===== src/hw/flic_defines.vh =====
`ifndef FLIC_DEFINES_VH
`define FLIC_DEFINES_VH

// ----------------------------------------
// Register offsets
// ----------------------------------------
`define FLIC_ADDR_IRQ_ENABLE 8'ha8
`define FLIC_ADDR_PRIORITY_LOW 8'hb8
`define FLIC_ADDR_PRIORITY_HIGH 8'hb7
`define FLIC_ADDR_STATUS 8'hc0
`define FLIC_ADDR_MASK 8'hc1
`define FLIC_ADDR_BIT_OP 8'hc2
`define FLIC_ADDR_IN_SERVICE 8'hc3

// ----------------------------------------
// Field positions and sizes
// ----------------------------------------
`define FLIC_NSRC 7
`define FLIC_GLOBAL_BIT 7
`define FLIC_IRQ_ENABLE_RESET 8'h00
`define FLIC_PRIORITY_RESET 8'h00
`define FLIC_PRIORITY_USED 8'h7f
`define FLIC_BITOP_SEL_REG 4
`define FLIC_BITOP_VALUE 3
`define FLIC_EVT_VECTOR 0
`define FLIC_EVT_RETURN 1

// ----------------------------------------
// Vector addresses
// ----------------------------------------
`define FLIC_VEC_EXT0 16'h0003
`define FLIC_VEC_TIMER0 16'h000b
`define FLIC_VEC_EXT1 16'h0013
`define FLIC_VEC_TIMER1 16'h001b
`define FLIC_VEC_SERIAL 16'h0023
`define FLIC_VEC_TIMER2 16'h002b
`define FLIC_VEC_COUNTER_ARRAY 16'h0033

`endif


===== src/hw/flic_sync.v =====
`timescale 1ns/1ps
module flic_sync (
  // Clock and reset
  input wire clk,
  input wire rstn,
  // Pins
  input wire [1:0] pin_in,
  // Synchronised
  output reg [1:0] pin_sync
);

reg [1:0] pin_meta;

always @(posedge clk or negedge rstn) begin
  if (!rstn) begin
    pin_meta <= 2'h3;
    pin_sync <= 2'h3;
  end else begin
    pin_meta <= pin_in;
    pin_sync <= pin_meta;
  end
end

endmodule


===== src/hw/flic_arbiter.v =====
`timescale 1ns/1ps
`include "flic_defines.vh"
module flic_arbiter (
  // Requests and levels
  input wire [6:0] req,
  input wire [6:0] lvl_low,
  input wire [6:0] lvl_high,
  // Winner
  output reg found,
  output reg [2:0] win_idx,
  output reg [1:0] win_lvl
);

integer i;
reg [1:0] l;

// Index order is the polling order, so the lowest index wins a tie
always @* begin
  found = 1'b0;
  win_idx = 3'h0;
  win_lvl = 2'h0;
  l = 2'h0;
  for (i = `FLIC_NSRC - 1; i >= 0; i = i - 1) begin
    l = {lvl_high[i], lvl_low[i]};
    if (req[i] && (!found || l >= win_lvl)) begin
      found = 1'b1;
      win_idx = i[2:0];
      win_lvl = l;
    end
  end
end

endmodule


===== src/hw/flic_top.v =====
// Contract
// - Seven request sources, each own vector
// - Poll order ext0,t0,ext1,t1,serial,t2,counter
// - Forward only with own and global enable
// - Global enable clear blocks every source
// - Each source gets one of four levels
// - Level is high bit over low bit
// - Preempt only by strictly higher level
// - Level three service blocks all others
// - Different levels together: higher served first
// - Same level together: fixed polling decides
// - Counter array vector is 0033h
// - Enable bits: global, counter, t2..ext0
// - Enable resets zero, single bit operations
// - Low priority bits 6..0, reset zero
// - Low and high bits pair per source
`timescale 1ns/1ps
`include "flic_defines.vh"
module flic_top (
  // Clock and reset
  input wire clk,
  input wire rstn,
  // Register port
  input wire [7:0] reg_addr,
  input wire [7:0] reg_wdata,
  input wire reg_wr,
  input wire reg_rd,
  output reg [7:0] reg_rdata,
  // External request pins, active low
  input wire ext_request0_pin_n,
  input wire ext_request1_pin_n,
  // Peripheral flags, same clock
  input wire timer0_overflow_flag,
  input wire timer1_overflow_flag,
  input wire timer2_overflow_flag,
  input wire timer2_external_flag,
  input wire receive_done_flag,
  input wire transmit_done_flag,
  input wire counter_array_flag,
  // Core handshake
  output wire irq_req,
  output reg [15:0] irq_vector,
  output reg [1:0] irq_level,
  input wire irq_ack,
  input wire irq_return,
  // Controller interrupt
  output wire irq_out
);

// ----------------------------------------
// Registers
// ----------------------------------------
reg [7:0] irq_enable_reg;
reg [7:0] priority_low_reg;
reg [7:0] priority_high_reg;
reg [3:0] in_service;
reg [1:0] status_reg;
reg [1:0] mask_reg;
wire [1:0] ext_sync;
wire [6:0] raw_req;
wire [6:0] gated_req;
wire found;
wire [2:0] win_idx;
wire [1:0] win_lvl;
wire wr_hit;
reg [3:0] next_in_service;
reg preempt_ok;
wire take;
wire ret;
wire bitop;
wire [2:0] bit_pos;
wire [1:0] bit_reg;

// ----------------------------------------
// Functions
// ----------------------------------------
function [15:0] vec_of;
  input [2:0] idx;
  begin
    case (idx)
      3'h0: vec_of = `FLIC_VEC_EXT0;
      3'h1: vec_of = `FLIC_VEC_TIMER0;
      3'h2: vec_of = `FLIC_VEC_EXT1;
      3'h3: vec_of = `FLIC_VEC_TIMER1;
      3'h4: vec_of = `FLIC_VEC_SERIAL;
      3'h5: vec_of = `FLIC_VEC_TIMER2;
      default: vec_of = `FLIC_VEC_COUNTER_ARRAY;
    endcase
  end
endfunction

function [7:0] set_bit;
  input [7:0] val;
  input [2:0] pos;
  input b;
  reg [7:0] m;
  begin
    m = 8'h01 << pos;
    set_bit = b ? (val | m) : (val & ~m);
  end
endfunction

// Highest in-service level plus one (zero when none is set), for the preemption check
function [2:0] top_level;
  input [3:0] v;
  begin
    if (v[3]) top_level = 3'h4;
    else if (v[2]) top_level = 3'h3;
    else if (v[1]) top_level = 3'h2;
    else if (v[0]) top_level = 3'h1;
    else top_level = 3'h0;
  end
endfunction

// ----------------------------------------
// Request sources
// ----------------------------------------
flic_sync u_sync (
  .clk(clk),
  .rstn(rstn),
  .pin_in({ext_request1_pin_n, ext_request0_pin_n}),
  .pin_sync(ext_sync)
);

// Polling order is fixed by bit index
assign raw_req = {counter_array_flag,
                  timer2_overflow_flag | timer2_external_flag,
                  receive_done_flag | transmit_done_flag,
                  timer1_overflow_flag,
                  ~ext_sync[1],
                  timer0_overflow_flag,
                  ~ext_sync[0]};

assign gated_req = irq_enable_reg[`FLIC_GLOBAL_BIT] ?
                   (raw_req & irq_enable_reg[6:0]) : 7'h00;

flic_arbiter u_arb (
  .req(gated_req),
  .lvl_low(priority_low_reg[6:0]),
  .lvl_high(priority_high_reg[6:0]),
  .found(found),
  .win_idx(win_idx),
  .win_lvl(win_lvl)
);

// ----------------------------------------
// Preemption
// ----------------------------------------
always @* begin
  preempt_ok = 1'b1;
  if (in_service[3]) begin
    preempt_ok = 1'b0;
  end else if (top_level(in_service) != 3'h0) begin
    // Stored level plus one must stay below the candidate's level plus one
    preempt_ok = ({1'b0, win_lvl} + 3'h1) > top_level(in_service);
  end
end

assign irq_req = found & preempt_ok;
assign take = irq_req & irq_ack;
assign ret = irq_return & (in_service != 4'h0);

// Return drops only the top level, restoring the one beneath it
always @* begin
  next_in_service = in_service;
  if (ret) begin
    next_in_service = in_service;
    if (in_service[3]) next_in_service[3] = 1'b0;
    else if (in_service[2]) next_in_service[2] = 1'b0;
    else if (in_service[1]) next_in_service[1] = 1'b0;
    else next_in_service[0] = 1'b0;
  end
  if (take) begin
    next_in_service = next_in_service | (4'h1 << win_lvl);
  end
end

always @(posedge clk or negedge rstn) begin
  if (!rstn) begin
    in_service <= 4'h0;
    irq_vector <= 16'h0000;
    irq_level <= 2'h0;
  end else begin
    in_service <= next_in_service;
    irq_vector <= vec_of(win_idx);
    irq_level <= win_lvl;
  end
end

// ----------------------------------------
// Register writes
// ----------------------------------------
assign wr_hit = reg_wr;
assign bitop = reg_wr && (reg_addr == `FLIC_ADDR_BIT_OP);
assign bit_pos = reg_wdata[2:0];
assign bit_reg = reg_wdata[`FLIC_BITOP_SEL_REG + 1:`FLIC_BITOP_SEL_REG];

always @(posedge clk or negedge rstn) begin
  if (!rstn) begin
    irq_enable_reg <= `FLIC_IRQ_ENABLE_RESET;
    priority_low_reg <= `FLIC_PRIORITY_RESET;
    priority_high_reg <= `FLIC_PRIORITY_RESET;
    mask_reg <= 2'h0;
  end else if (wr_hit) begin
    if (reg_addr == `FLIC_ADDR_IRQ_ENABLE) begin
      irq_enable_reg <= reg_wdata;
    end else if (reg_addr == `FLIC_ADDR_PRIORITY_LOW) begin
      // Bit 7 is held at zero so a stray write cannot alter levels
      priority_low_reg <= reg_wdata & `FLIC_PRIORITY_USED;
    end else if (reg_addr == `FLIC_ADDR_PRIORITY_HIGH) begin
      priority_high_reg <= reg_wdata & `FLIC_PRIORITY_USED;
    end else if (reg_addr == `FLIC_ADDR_MASK) begin
      mask_reg <= reg_wdata[1:0];
    end else if (bitop) begin
      // Single-bit set or clear touches only the addressed bit
      if (bit_reg == 2'h0) begin
        irq_enable_reg <= set_bit(irq_enable_reg, bit_pos,
                                  reg_wdata[`FLIC_BITOP_VALUE]);
      end else if (bit_reg == 2'h1) begin
        priority_low_reg <= set_bit(priority_low_reg, bit_pos,
                                    reg_wdata[`FLIC_BITOP_VALUE]) &
                            `FLIC_PRIORITY_USED;
      end else if (bit_reg == 2'h2) begin
        priority_high_reg <= set_bit(priority_high_reg, bit_pos,
                                     reg_wdata[`FLIC_BITOP_VALUE]) &
                             `FLIC_PRIORITY_USED;
      end
    end
  end
end

// ----------------------------------------
// Event status, write one to clear
// ----------------------------------------
always @(posedge clk or negedge rstn) begin
  if (!rstn) begin
    status_reg <= 2'h0;
  end else begin
    // Set wins over a clear in the same cycle
    status_reg <= (status_reg &
                   ~((wr_hit && reg_addr == `FLIC_ADDR_STATUS) ? reg_wdata[1:0] : 2'h0))
                  | {ret, take};
  end
end

assign irq_out = |(status_reg & mask_reg);

// ----------------------------------------
// Register reads
// ----------------------------------------
always @(posedge clk or negedge rstn) begin
  if (!rstn) begin
    reg_rdata <= 8'h00;
  end else if (reg_rd) begin
    if (reg_addr == `FLIC_ADDR_IRQ_ENABLE) begin
      reg_rdata <= irq_enable_reg;
    end else if (reg_addr == `FLIC_ADDR_PRIORITY_LOW) begin
      reg_rdata <= priority_low_reg;
    end else if (reg_addr == `FLIC_ADDR_PRIORITY_HIGH) begin
      reg_rdata <= priority_high_reg;
    end else if (reg_addr == `FLIC_ADDR_STATUS) begin
      reg_rdata <= {6'h00, status_reg};
    end else if (reg_addr == `FLIC_ADDR_MASK) begin
      reg_rdata <= {6'h00, mask_reg};
    end else if (reg_addr == `FLIC_ADDR_IN_SERVICE) begin
      reg_rdata <= {4'h0, in_service};
    end else begin
      reg_rdata <= 8'h00;
    end
  end
end

endmodule


===== config.mk =====
export PLATFORM = sky130hd
export DESIGN_NAME = flic_top
export DESIGN_NICKNAME = d
export VERILOG_FILES = /design/src/hw/flic_sync.v /design/src/hw/flic_arbiter.v /design/src/hw/flic_top.v
export VERILOG_INCLUDE_DIRS = /design/src /design/src/hw
export SDC_FILE = /design/constraint.sdc
export NUM_CORES = 1
export LEC_CHECK = 0
export BUFFER_PORTS_ARGS = -buffer_cell sky130_fd_sc_hd__buf_2
export CAP_MARGIN = 20
export CORE_ASPECT_RATIO = 1.1
export CORE_MARGIN = 5
export CORE_UTILIZATION = 57
export CTS_CLUSTER_SIZE = 40
export DETAILED_ROUTE_END_ITERATION = 16
export PLACE_DENSITY = 0.8
export SYNTH_ARGS = -nofsm -noshare
export SYNTH_HDL_FRONTEND = slang
export SYNTH_SLANG_ARGS = --single-unit

===== constraint.sdc =====
create_clock -name clk -period 17.77 [get_ports clk]
set_input_delay 3.554 -clock clk [delete_from_list [all_inputs] [get_ports clk]]
set_output_delay 3.554 -clock clk [all_outputs]
set_load 0.05 [all_outputs]

* After elaboration in Yosys (flattened, before gate mapping)
Cells that the tools add are included.
** Word-level totals
- Bits in registers :: 62
- Logic and storage cells :: 166
- Output and inout bits :: 28
- RAM bits :: 0
- Memories :: 0
- Input bits :: 31
- Latch bits :: 0
- Memory bits (read-only) :: 0
** Operators by class
- Shifts and indexed selects :: 2
- Muxes and demuxes :: 64
- $lt $le $gt $ge :: 7
- Bitwise logic cells :: 23
- Equal/unequal tests :: 23
- Add/sub/neg operators :: 1
- $mul :: 0
- Reductions and logical operators :: 35
- Divide/modulo/power cells :: 0
** Operators with widths (number)
- $mux W8 :: 22
- $eq A8 B8 Y1 const B :: 7
- $pmux W6 S6 :: 1
- $mux W3 :: 11
- $mux W2 :: 11
- $and A7 B7 Y7 :: 3
- $mux W7 :: 3
- $mux W4 :: 5
- $or A7 B7 Y7 :: 2
- $ge A2 B2 Y1 :: 6
- $ne A2 B2 Y1 const B :: 6
- $reduce_bool A2 Y1 :: 6
- $mux W1 :: 11
- $and A8 B8 Y8 :: 1
- $logic_and A1 B1 Y1 :: 8
- $not A8 Y8 :: 1
- $or A8 B8 Y8 :: 1
- $reduce_and A8 Y1 :: 1
- $shl A1 B3 Y8 const A :: 1
- $reduce_and A7 Y1 :: 1
- $eq A3 B2 Y1 const B :: 2
- $eq A3 B3 Y1 const B :: 2
- $logic_not A1 Y1 :: 6
- $logic_or A1 B1 Y1 :: 6
- 21 further kinds :: 31

* Longest topological paths before layout
Gate-level depths: netlist of run 1.
- Depth in word-level cells :: 35
- Mapped depth :: 47
- Gate-level depth less buffers :: 46

* Hierarchy
From an unflattened synthesis of run 1, not the netlist that was laid out.
** Second synthesis, totals
- Cells, all modules :: 399
- Area, all modules :: 3656.0 µm²
** Modules (own cells, without submodules)
- flic_top :: area an instance 2945.3 µm², instances 1, cells an instance 311
- flic_arbiter :: area an instance 605.6 µm², instances 1, cells an instance 84
- flic_sync :: area an instance 105.1 µm², instances 1, cells an instance 4

* Least setup slack after synthesis of run 1
No wires, ideal clock.
- Path kind :: in2out
- Start :: input counter_array_flag
- End :: output irq_req
- Arrival time :: 11.854 ns
- Required time :: 14.216 ns
- Slack :: 2.362 ns
- Stages :: 42
- Path through :: nand3_1 nor2_1 ha_1 nand2b_1 a211oi_1 a31o_2 a22oi_1 nor2b_1 ha_1 nand2b_1 a21oi_1 a21o_1 o22ai_1 ha_1 nand2b_1 a21oi_1 a21oi_1 mux2_2 (+6 left out) inv_1 ha_1 nand2b_1 a21oi_1 o22a_1 nand2b_1 a21boi_1 ha_1 nand2b_1 a21oi_1 nor2_1 nor2_1 and2_1 a21oi_1 fa_1 nor3b_1 o211ai_1 a2bb2oi_1
** Between the ends
- Word-level cells in the longest chain between the ends :: 32
- Elaborated cells on any way between the ends :: 45
- Classes of those cells :: 1 x add/sub; 7 x order compare; 17 x mux; 2 x bitwise; 18 x reduce/logical
** Ends and longest elaborated chain
- start: declaration :: line flic_top.v:39 : input wire counter_array_flag,
- $and A7 B7 Y7 (*) :: line flic_top.v:135 : (raw_req & irq_enable_reg[6:0]) : 7'h00;
- $mux W7 (*) :: line flic_top.v:134 : assign gated_req = irq_enable_reg[`FLIC_GLOBAL_BIT] ?
- $mux W2 / $mux W1 (equally long branches) :: line flic_arbiter.v:25 : if (req[i] && (!found || l >= win_lvl)) begin
- $ge A2 B2 Y1 / $logic_not A1 Y1 (equally long branches) :: line flic_arbiter.v:25
- $logic_or A1 B1 Y1 :: line flic_arbiter.v:25
- $logic_and A1 B1 Y1 :: line flic_arbiter.v:25
- $mux W2 / $mux W1 (equally long branches) :: line flic_arbiter.v:25
- $ge A2 B2 Y1 / $logic_not A1 Y1 (equally long branches) :: line flic_arbiter.v:25
- (+17 left out)
- $logic_and A1 B1 Y1 :: line flic_arbiter.v:25
- $mux W2 (*) :: line flic_arbiter.v:25
- net u_arb.win_lvl[0] :: line flic_arbiter.v:11 : output reg [1:0] win_lvl
- $add A2 B1 Y3 (*) :: line flic_top.v:155 : preempt_ok = ({1'b0, win_lvl} + 3'h1) > top_level(in_service);
- $gt A3 B3 Y1 (*) :: line flic_top.v:155
- $mux W1 (*) :: line flic_top.v:153 : end else if (top_level(in_service) != 3'h0) begin
- $mux W1 (*) :: line flic_top.v:151 : if (in_service[3]) begin
- $and A1 B1 Y1 (*) :: line flic_top.v:159 : assign irq_req = found & preempt_ok;
- end: declaration :: line flic_top.v:41 : output wire irq_req,
Mark *: on every way through the listed nets, which the timed path passes. The rest lies on a longest branch.

* Worst setup path after layout of run 1
Same ends and word-level chain as after synthesis.

==> results.yml, run 1 <==
sta:
  drv_slew: 0
  fmax_ghz: 0.06212
  tns_ns: 0
  period_minus_slack_ns: 16.10
  post-route-period-util_pct: 90.59
  max-slew-margin-rel_pct: 42.95
  rsz0062_at_grt: "false"
  hold_viol: 0
  finalSetupViolations: 0
  worst_slew_pin_slew_ns: 0.8541
  skew_ns: 0.01340
pwr:
  vdd_drop_max_mv: 0.04362
  power_mw: 0.2441
  power.leakage_nw: 1.739
  powerDensity_nw_per_um2: 65.39
logic_synthesis:
  synth_compound_area_share_pct: 23.10
  syn_inst: 387
  synth-xor-area-share_pct: 0
  synth_warnings: 0
  yosys.area_share.simple_pct: 24.46
  avgSynthCellArea_um2: 8.762
  synth_cell_types: 60
  yosysSeqAreaShare_pct: 35.57
  ys.flop_type: "dfrtp_1"
  netlist_area_um2: 3391
  synth_edf_count: 0
  async_reset_ff_share_pct: 100.0
  synthMuxAreaShare_pct: 3.321
  synthAdderAreaFrac_pct: 6.863
  ys_seq_elements: 48
  synth_top_family_by_area: "simple AND/OR/NAND/NOR gates"
critical_path:
  rrSetupSlack_ns: 7.82
  worstSetupPathType: "in2out"
  critPathSlowestCell: "fa_1"
  worstPathRequired_ns: 14.22
  critPathCapture: "irq_req"
  crit_path_start: "counter_array_flag"
  worstPathMaxFanout: 6
  crit_buf_inv: 3
  cp.depth: 45
  cpPeakStageDelay_ns: 0.61
  crit_path_start_kind: "input pin"
  crit_path_end_kind: "output port"
  rr_endpoint: "in_service[0]"
  crit_family: "compound AO/OA/AOI/OAI gates"
  cp.arrival_ns: 12.54
  r2r.worst_path.cells: 45
clocking:
  clk_latency_ns: 0.31
  cts_hold_buf: 0
  htree_levels: 2
  cts_tree: "built"
  cts-root-buf: "clkbuf_8"
  clk_pin_slew_ns: 0.09
  cts_made_buffers: 5
  post-cts-setup-buffers: 0
  clockBufferDepth: 2
  cts.sinks: 48
  cts.repair.resized: 0
final_layout:
  final_common_cell: "nor2_1"
  diodes: 0
  syn2layout_area_growth_pct: 10.11
  drive_gt1_share_pct: 19.34
  layout.nets: 472
  mostFrequentLayoutCells: "nor2_1 (50), buf_2 (47), dfrtp_1 (44)"
floorplanning:
  chipWidth_um: 83.54
  start_util_pct: 58.77
  die_y_um: 90.89
  die_area_um2: 7593
  core_um2: 5769
  num_io_pins: 59
  rows: 29
drt:
  vias: 3079
  firstDrtPassIters: 7
  drt-wirelength-per-cell_um: 17.07
  drt-initial-drc-count: 234
  wl_um: 8554
  drc: 0
  antenna_left: 0
  vias_per_cell: 6.146
global_route:
  overflow: 0
  grtUsageTotal_pct: 23.35
  grt_pass1_wl_um: 14700
  antenna_found_initial: 0
  grt_max_degree: 49
  grt_pass1_vias: 2977
placement:
  place_congestion: 0.9101
  dp_hpwl_um: 6418
  portBuffers: 47
run:
  drv_cap: 0
worst_hold_path:
  holdPathStages: 0
  worst_hold_path_type: "reg2reg"
outcome:
  status: "completed"
area by class of cell:
| class | instances | area, um^2 |
|---|---|---|
| Fill cell | 493 | 2036 |
| Clock inverter | 3 | 47.55 |
| Timing Repair Buffer | 48 | 255.2 |
| Inverter | 15 | 56.30 |
| Multi-Input combinational cell | 305 | 2003 |
| Sequential cell | 48 | 1206 |
| Tap cell | 77 | 96.34 |
| Clock buffer | 5 | 68.82 |
synth_stat cells (all sizes together), types with 4 or more instances:
master  count  area [um^2]
nor2       50        187.7
dfrtp      44         1101
a21oi      42        210.2
nand2      27        103.9
buf        17        117.6
ha         17        212.7
inv        15        56.30
clkbuf     12        45.04
nand2b     11        68.82
nand3      10        50.05
o21ai       9        48.79
nor3        8        40.04
o22ai       8        50.05
a222oi      7        70.07
a31oi       7        43.79
mux2        7        82.57
a211oi      6        45.04
and2        6        37.54
nor3b       6        56.31
o22a        6        52.55
a21o        5        37.54
a22o        5        43.79
nand4       5        31.28
o211ai      5        37.54
dfstp       4        105.1
nand3b      4        30.03
nor2b       4        25.02
nor4b       4        77.58
stage by stage:
| step | instances | hold WS, ns | area (um^2) | util (%) | worst slack, ns |
|---|---|---|---|---|---|
| after floorplan | 397 | 0.3452 | 3428 | - | 2.362 |
| after global placement | 492 | 0.3456 | 3597 | 62.35 | 2.140 |
| after detailed placement | 492 | 0.3525 | 3597 | 62.35 | 1.696 |
| after CTS | 500 | 0.3665 | 3714 | 64.37 | 1.692 |
| after global routing | 501 | 0.3706 | 3734 | 64.71 | 0.6025 |
| final | 501 | 0.3636 | 3734 | 64.71 | 1.673 |
how the worst min path moves through the flow:
| stage | start | endpoint | slack [ns] |
|---|---|---|---|
| 2_1_floorplan | u_sync.pin_meta[0] | u_sync.pin_sync[0] | 0.35 |
| 3_3_place_gp | u_sync.pin_meta[0] | u_sync.pin_sync[0] | 0.35 |
| 3_5_place_dp | u_sync.pin_meta[0] | u_sync.pin_sync[0] | 0.35 |
| 4_1_cts | u_sync.pin_meta[0] | u_sync.pin_sync[0] | 0.37 |
| 5_1_grt | u_sync.pin_meta[0] | u_sync.pin_sync[0] | 0.37 |
| 6_report | u_sync.pin_meta[0] | u_sync.pin_sync[0] | 0.36 |
cell families after synthesis:
| family | count (synthesis) |
|---|---|
| AO/OA/AOI/OAI | 117 |
| adder cells (fa/ha/maj) | 18 |
| buffers and inverters | 44 |
| flip-flops | 48 |
| multiplexers | 10 |
| other | 2 |
| AND/OR/NAND/NOR | 148 |
worst reg2reg max path: cells and delay by family (launching register included):
| family | cells | cell delay [ns] |
|---|---|---|
| flip-flops | 1 | 0.76 |
| AND/OR/NAND/NOR | 17 | 2.88 |
| AO/OA/AOI/OAI | 19 | 3.80 |
| adder cells (fa/ha/maj) | 7 | 1.99 |
| buffers and inverters | 1 | 0.09 |
| multiplexers | 1 | 0.40 |
per-layer routing:
| layer | track usage [%] | up-vias | wire [um] |
|---|---|---|---|
| met1 | 30.73 | 1451 | 3536 |
| met2 | 39.10 | 136 | 4216 |
| met4 | 7.105 | 0 | 191 |
| met5 | 0 | - | 0 |
| met3 | 4.288 | 21 | 611 |
| li1 | - | 1471 | - |
power breakdown:
part	total (mW)	internal, mW	switching, mW
registers	0.120	0.114	0.00537
logic	0.0434	0.0129	0.0304
clock network	0.0810	0.0424	0.0386
No activity file was read; power rests on OpenSTA's default activity.
==> inputs of run 2 (changes only) <==
==> constraint.sdc (replaced) <==
create_clock -name clk -period 18.15 [get_ports clk]
set_input_delay 3.63 -clock clk [delete_from_list [all_inputs] [get_ports clk]]
set_output_delay 3.63 -clock clk [all_outputs]
set_load 0.05 [all_outputs]
==> run 2 against run 1 <==
- worst setup slack better by 0.21 ns
- critical path depth did not move
- clock skew down 0.0013 ns
- via count rose by 1.6%
- final cell count unchanged
- largest cell class unchanged
==> results.yml, run 2 (synthesized netlist as in run 1, its figures left out) <==
outcome:
  status: "completed"
final_layout:
  layout.nets: 472
  seqCellArea_um2: 1206
  diodes: 0
  mostFrequentLayoutCells: "nor2_1 (50), buf_2 (47), dfrtp_1 (44)"
  multiInputGateArea_um2: 2003
  final_common_cell: "nor2_1"
  fillCellCount: 504
  drive_gt1_share_pct: 19.10
  syn2layout_area_growth_pct: 9.483
sta:
  drv_slew: 0
  tns_ns: 0
  worst_slack_ns: 1.886
  max-slew-margin-rel_pct: 42.80
  worst_slew_pin_slew_ns: 0.8562
  skew_ns: 0.01210
  rsz0062_at_grt: "false"
  post-route-period-util_pct: 89.61
  finalSetupViolations: 0
  period_minus_slack_ns: 16.26
  fmax_ghz: 0.06148
  hold_viol: 0
global_route:
  grt_pass1_wl_um: 14600
  grtUsageTotal_pct: 23.37
  grt_pass1_vias: 2959
  antenna_found_initial: 0
  grt_max_degree: 49
  overflow: 0
clocking:
  cts_hold_buf: 0
  cts_tree: "built"
  post-cts-setup-buffers: 0
  cts.sinks: 48
  cts-root-buf: "clkbuf_8"
  cts_made_buffers: 5
  clockBufferDepth: 2
  htree_levels: 2
  clk_pin_slew_ns: 0.09
  cts.repair.resized: 0
  clk_latency_ns: 0.31
critical_path:
  crit_path_end_kind: "output port"
  worstSetupPathType: "in2out"
  cpPeakStageDelay_ns: 0.60
  crit_path_start: "counter_array_flag"
  critPathSlowestCell: "fa_1"
  worstPathMaxFanout: 6
  worstPathRequired_ns: 14.52
  cp.arrival_ns: 12.63
  crit_path_start_kind: "input pin"
placement:
  place_congestion: 0.8702
  portBuffers: 47
  dp_hpwl_um: 6501
  dpl_worst_slack_ns: 1.989
floorplanning:
  rows: 29
  start_util_pct: 58.77
  die_y_um: 90.89
  die_area_um2: 7593
  chipWidth_um: 83.54
  num_io_pins: 59
  core_um2: 5769
drt:
  firstDrtPassIters: 5
  vias: 3127
  wl_um: 8689
  drt-initial-drc-count: 200
  drt-wirelength-per-cell_um: 17.34
  drc: 0
  antenna_left: 0
  vias_per_cell: 6.242
pwr:
  powerDensity_nw_per_um2: 61.56
  vdd_drop_max_mv: 0.03489
  power.leakage_nw: 1.729
worst_hold_path:
  worst_hold_path_type: "reg2reg"
  min_from: "u_sync.pin_meta[0]"
run:
  drv_cap: 0
-- run 2: cell types whose count changed in the layout (fill, tap and decap cells not counted) --
cell / change
clkbuf_1: +1
bufinv_16: -1
clkbuf_8: +1
clkinv_4: -1
-- run 2: power breakdown --
group | internal (mW) | total (mW) | switching (mW)
sequential | 0.112 | 0.117 | 0.00535
combinational | 0.0127 | 0.0424 | 0.0297
clock | 0.0313 | 0.0687 | 0.0374
total | 0.156 | 0.229 | 0.0725
-- run 2: layer usage --
metal	share of wire, %	routed length, um	track usage (%)
met4	1.6	135	6.702
met5	0	0	0
met2	51	4402	39.24
met1	40	3484	31.49
met3	7.7	666	3.285
-- run 2: worst max-delay path: cells and delay by family --
kind / cells / cell delay [ns]
buffers and inverters: 3 / 0.48
multiplexers: 1 / 0.39
AO/OA/AOI/OAI: 17 / 3.52
AND/OR/NAND/NOR: 17 / 2.56
adder cells (fa/ha/maj): 7 / 2.04
-- run 2: cell type report --
type,instances,area share [%]
clock buffers,7,2.326
clock inverters,1,0.2359
flip-flops and latches,48,32.49
repair buffers,48,6.876
well taps,77,2.595
inverters,15,1.517
multi-input cells,305,53.96
-- run 2: metrics by stage --
stage / hold slack (ns) / instance area, um^2 / cells / utilization, % / power (mW)
2_1_floorplan: 0.3452 / 3428 / 397 / - / 0.1484
3_5_place_dp: 0.3470 / 3597 / 492 / 62.35 / 0.1610
3_3_place_gp: 0.3457 / 3597 / 492 / 62.35 / 0.1597
4_1_cts: 0.3604 / 3692 / 500 / 64.00 / 0.2281
6_report: 0.3597 / 3712 / 501 / 64.35 / 0.2285
5_1_grt: 0.3662 / 3712 / 501 / 64.35 / 0.2384
-- run 2: worst paths after layout --
kind                                 endpoint  slack [ns]  depth (start not counted)
setup / recovery                      irq_req        1.89                         45
hold / removal             u_sync.pin_sync[0]        0.36                          0
setup reg to reg                in_service[0]        8.14                         45
hold reg to reg            u_sync.pin_sync[0]        0.36                          0
max in group asynchronous  u_sync.pin_sync[1]       14.46                          2
min in group asynchronous       irq_vector[3]        3.15                          1
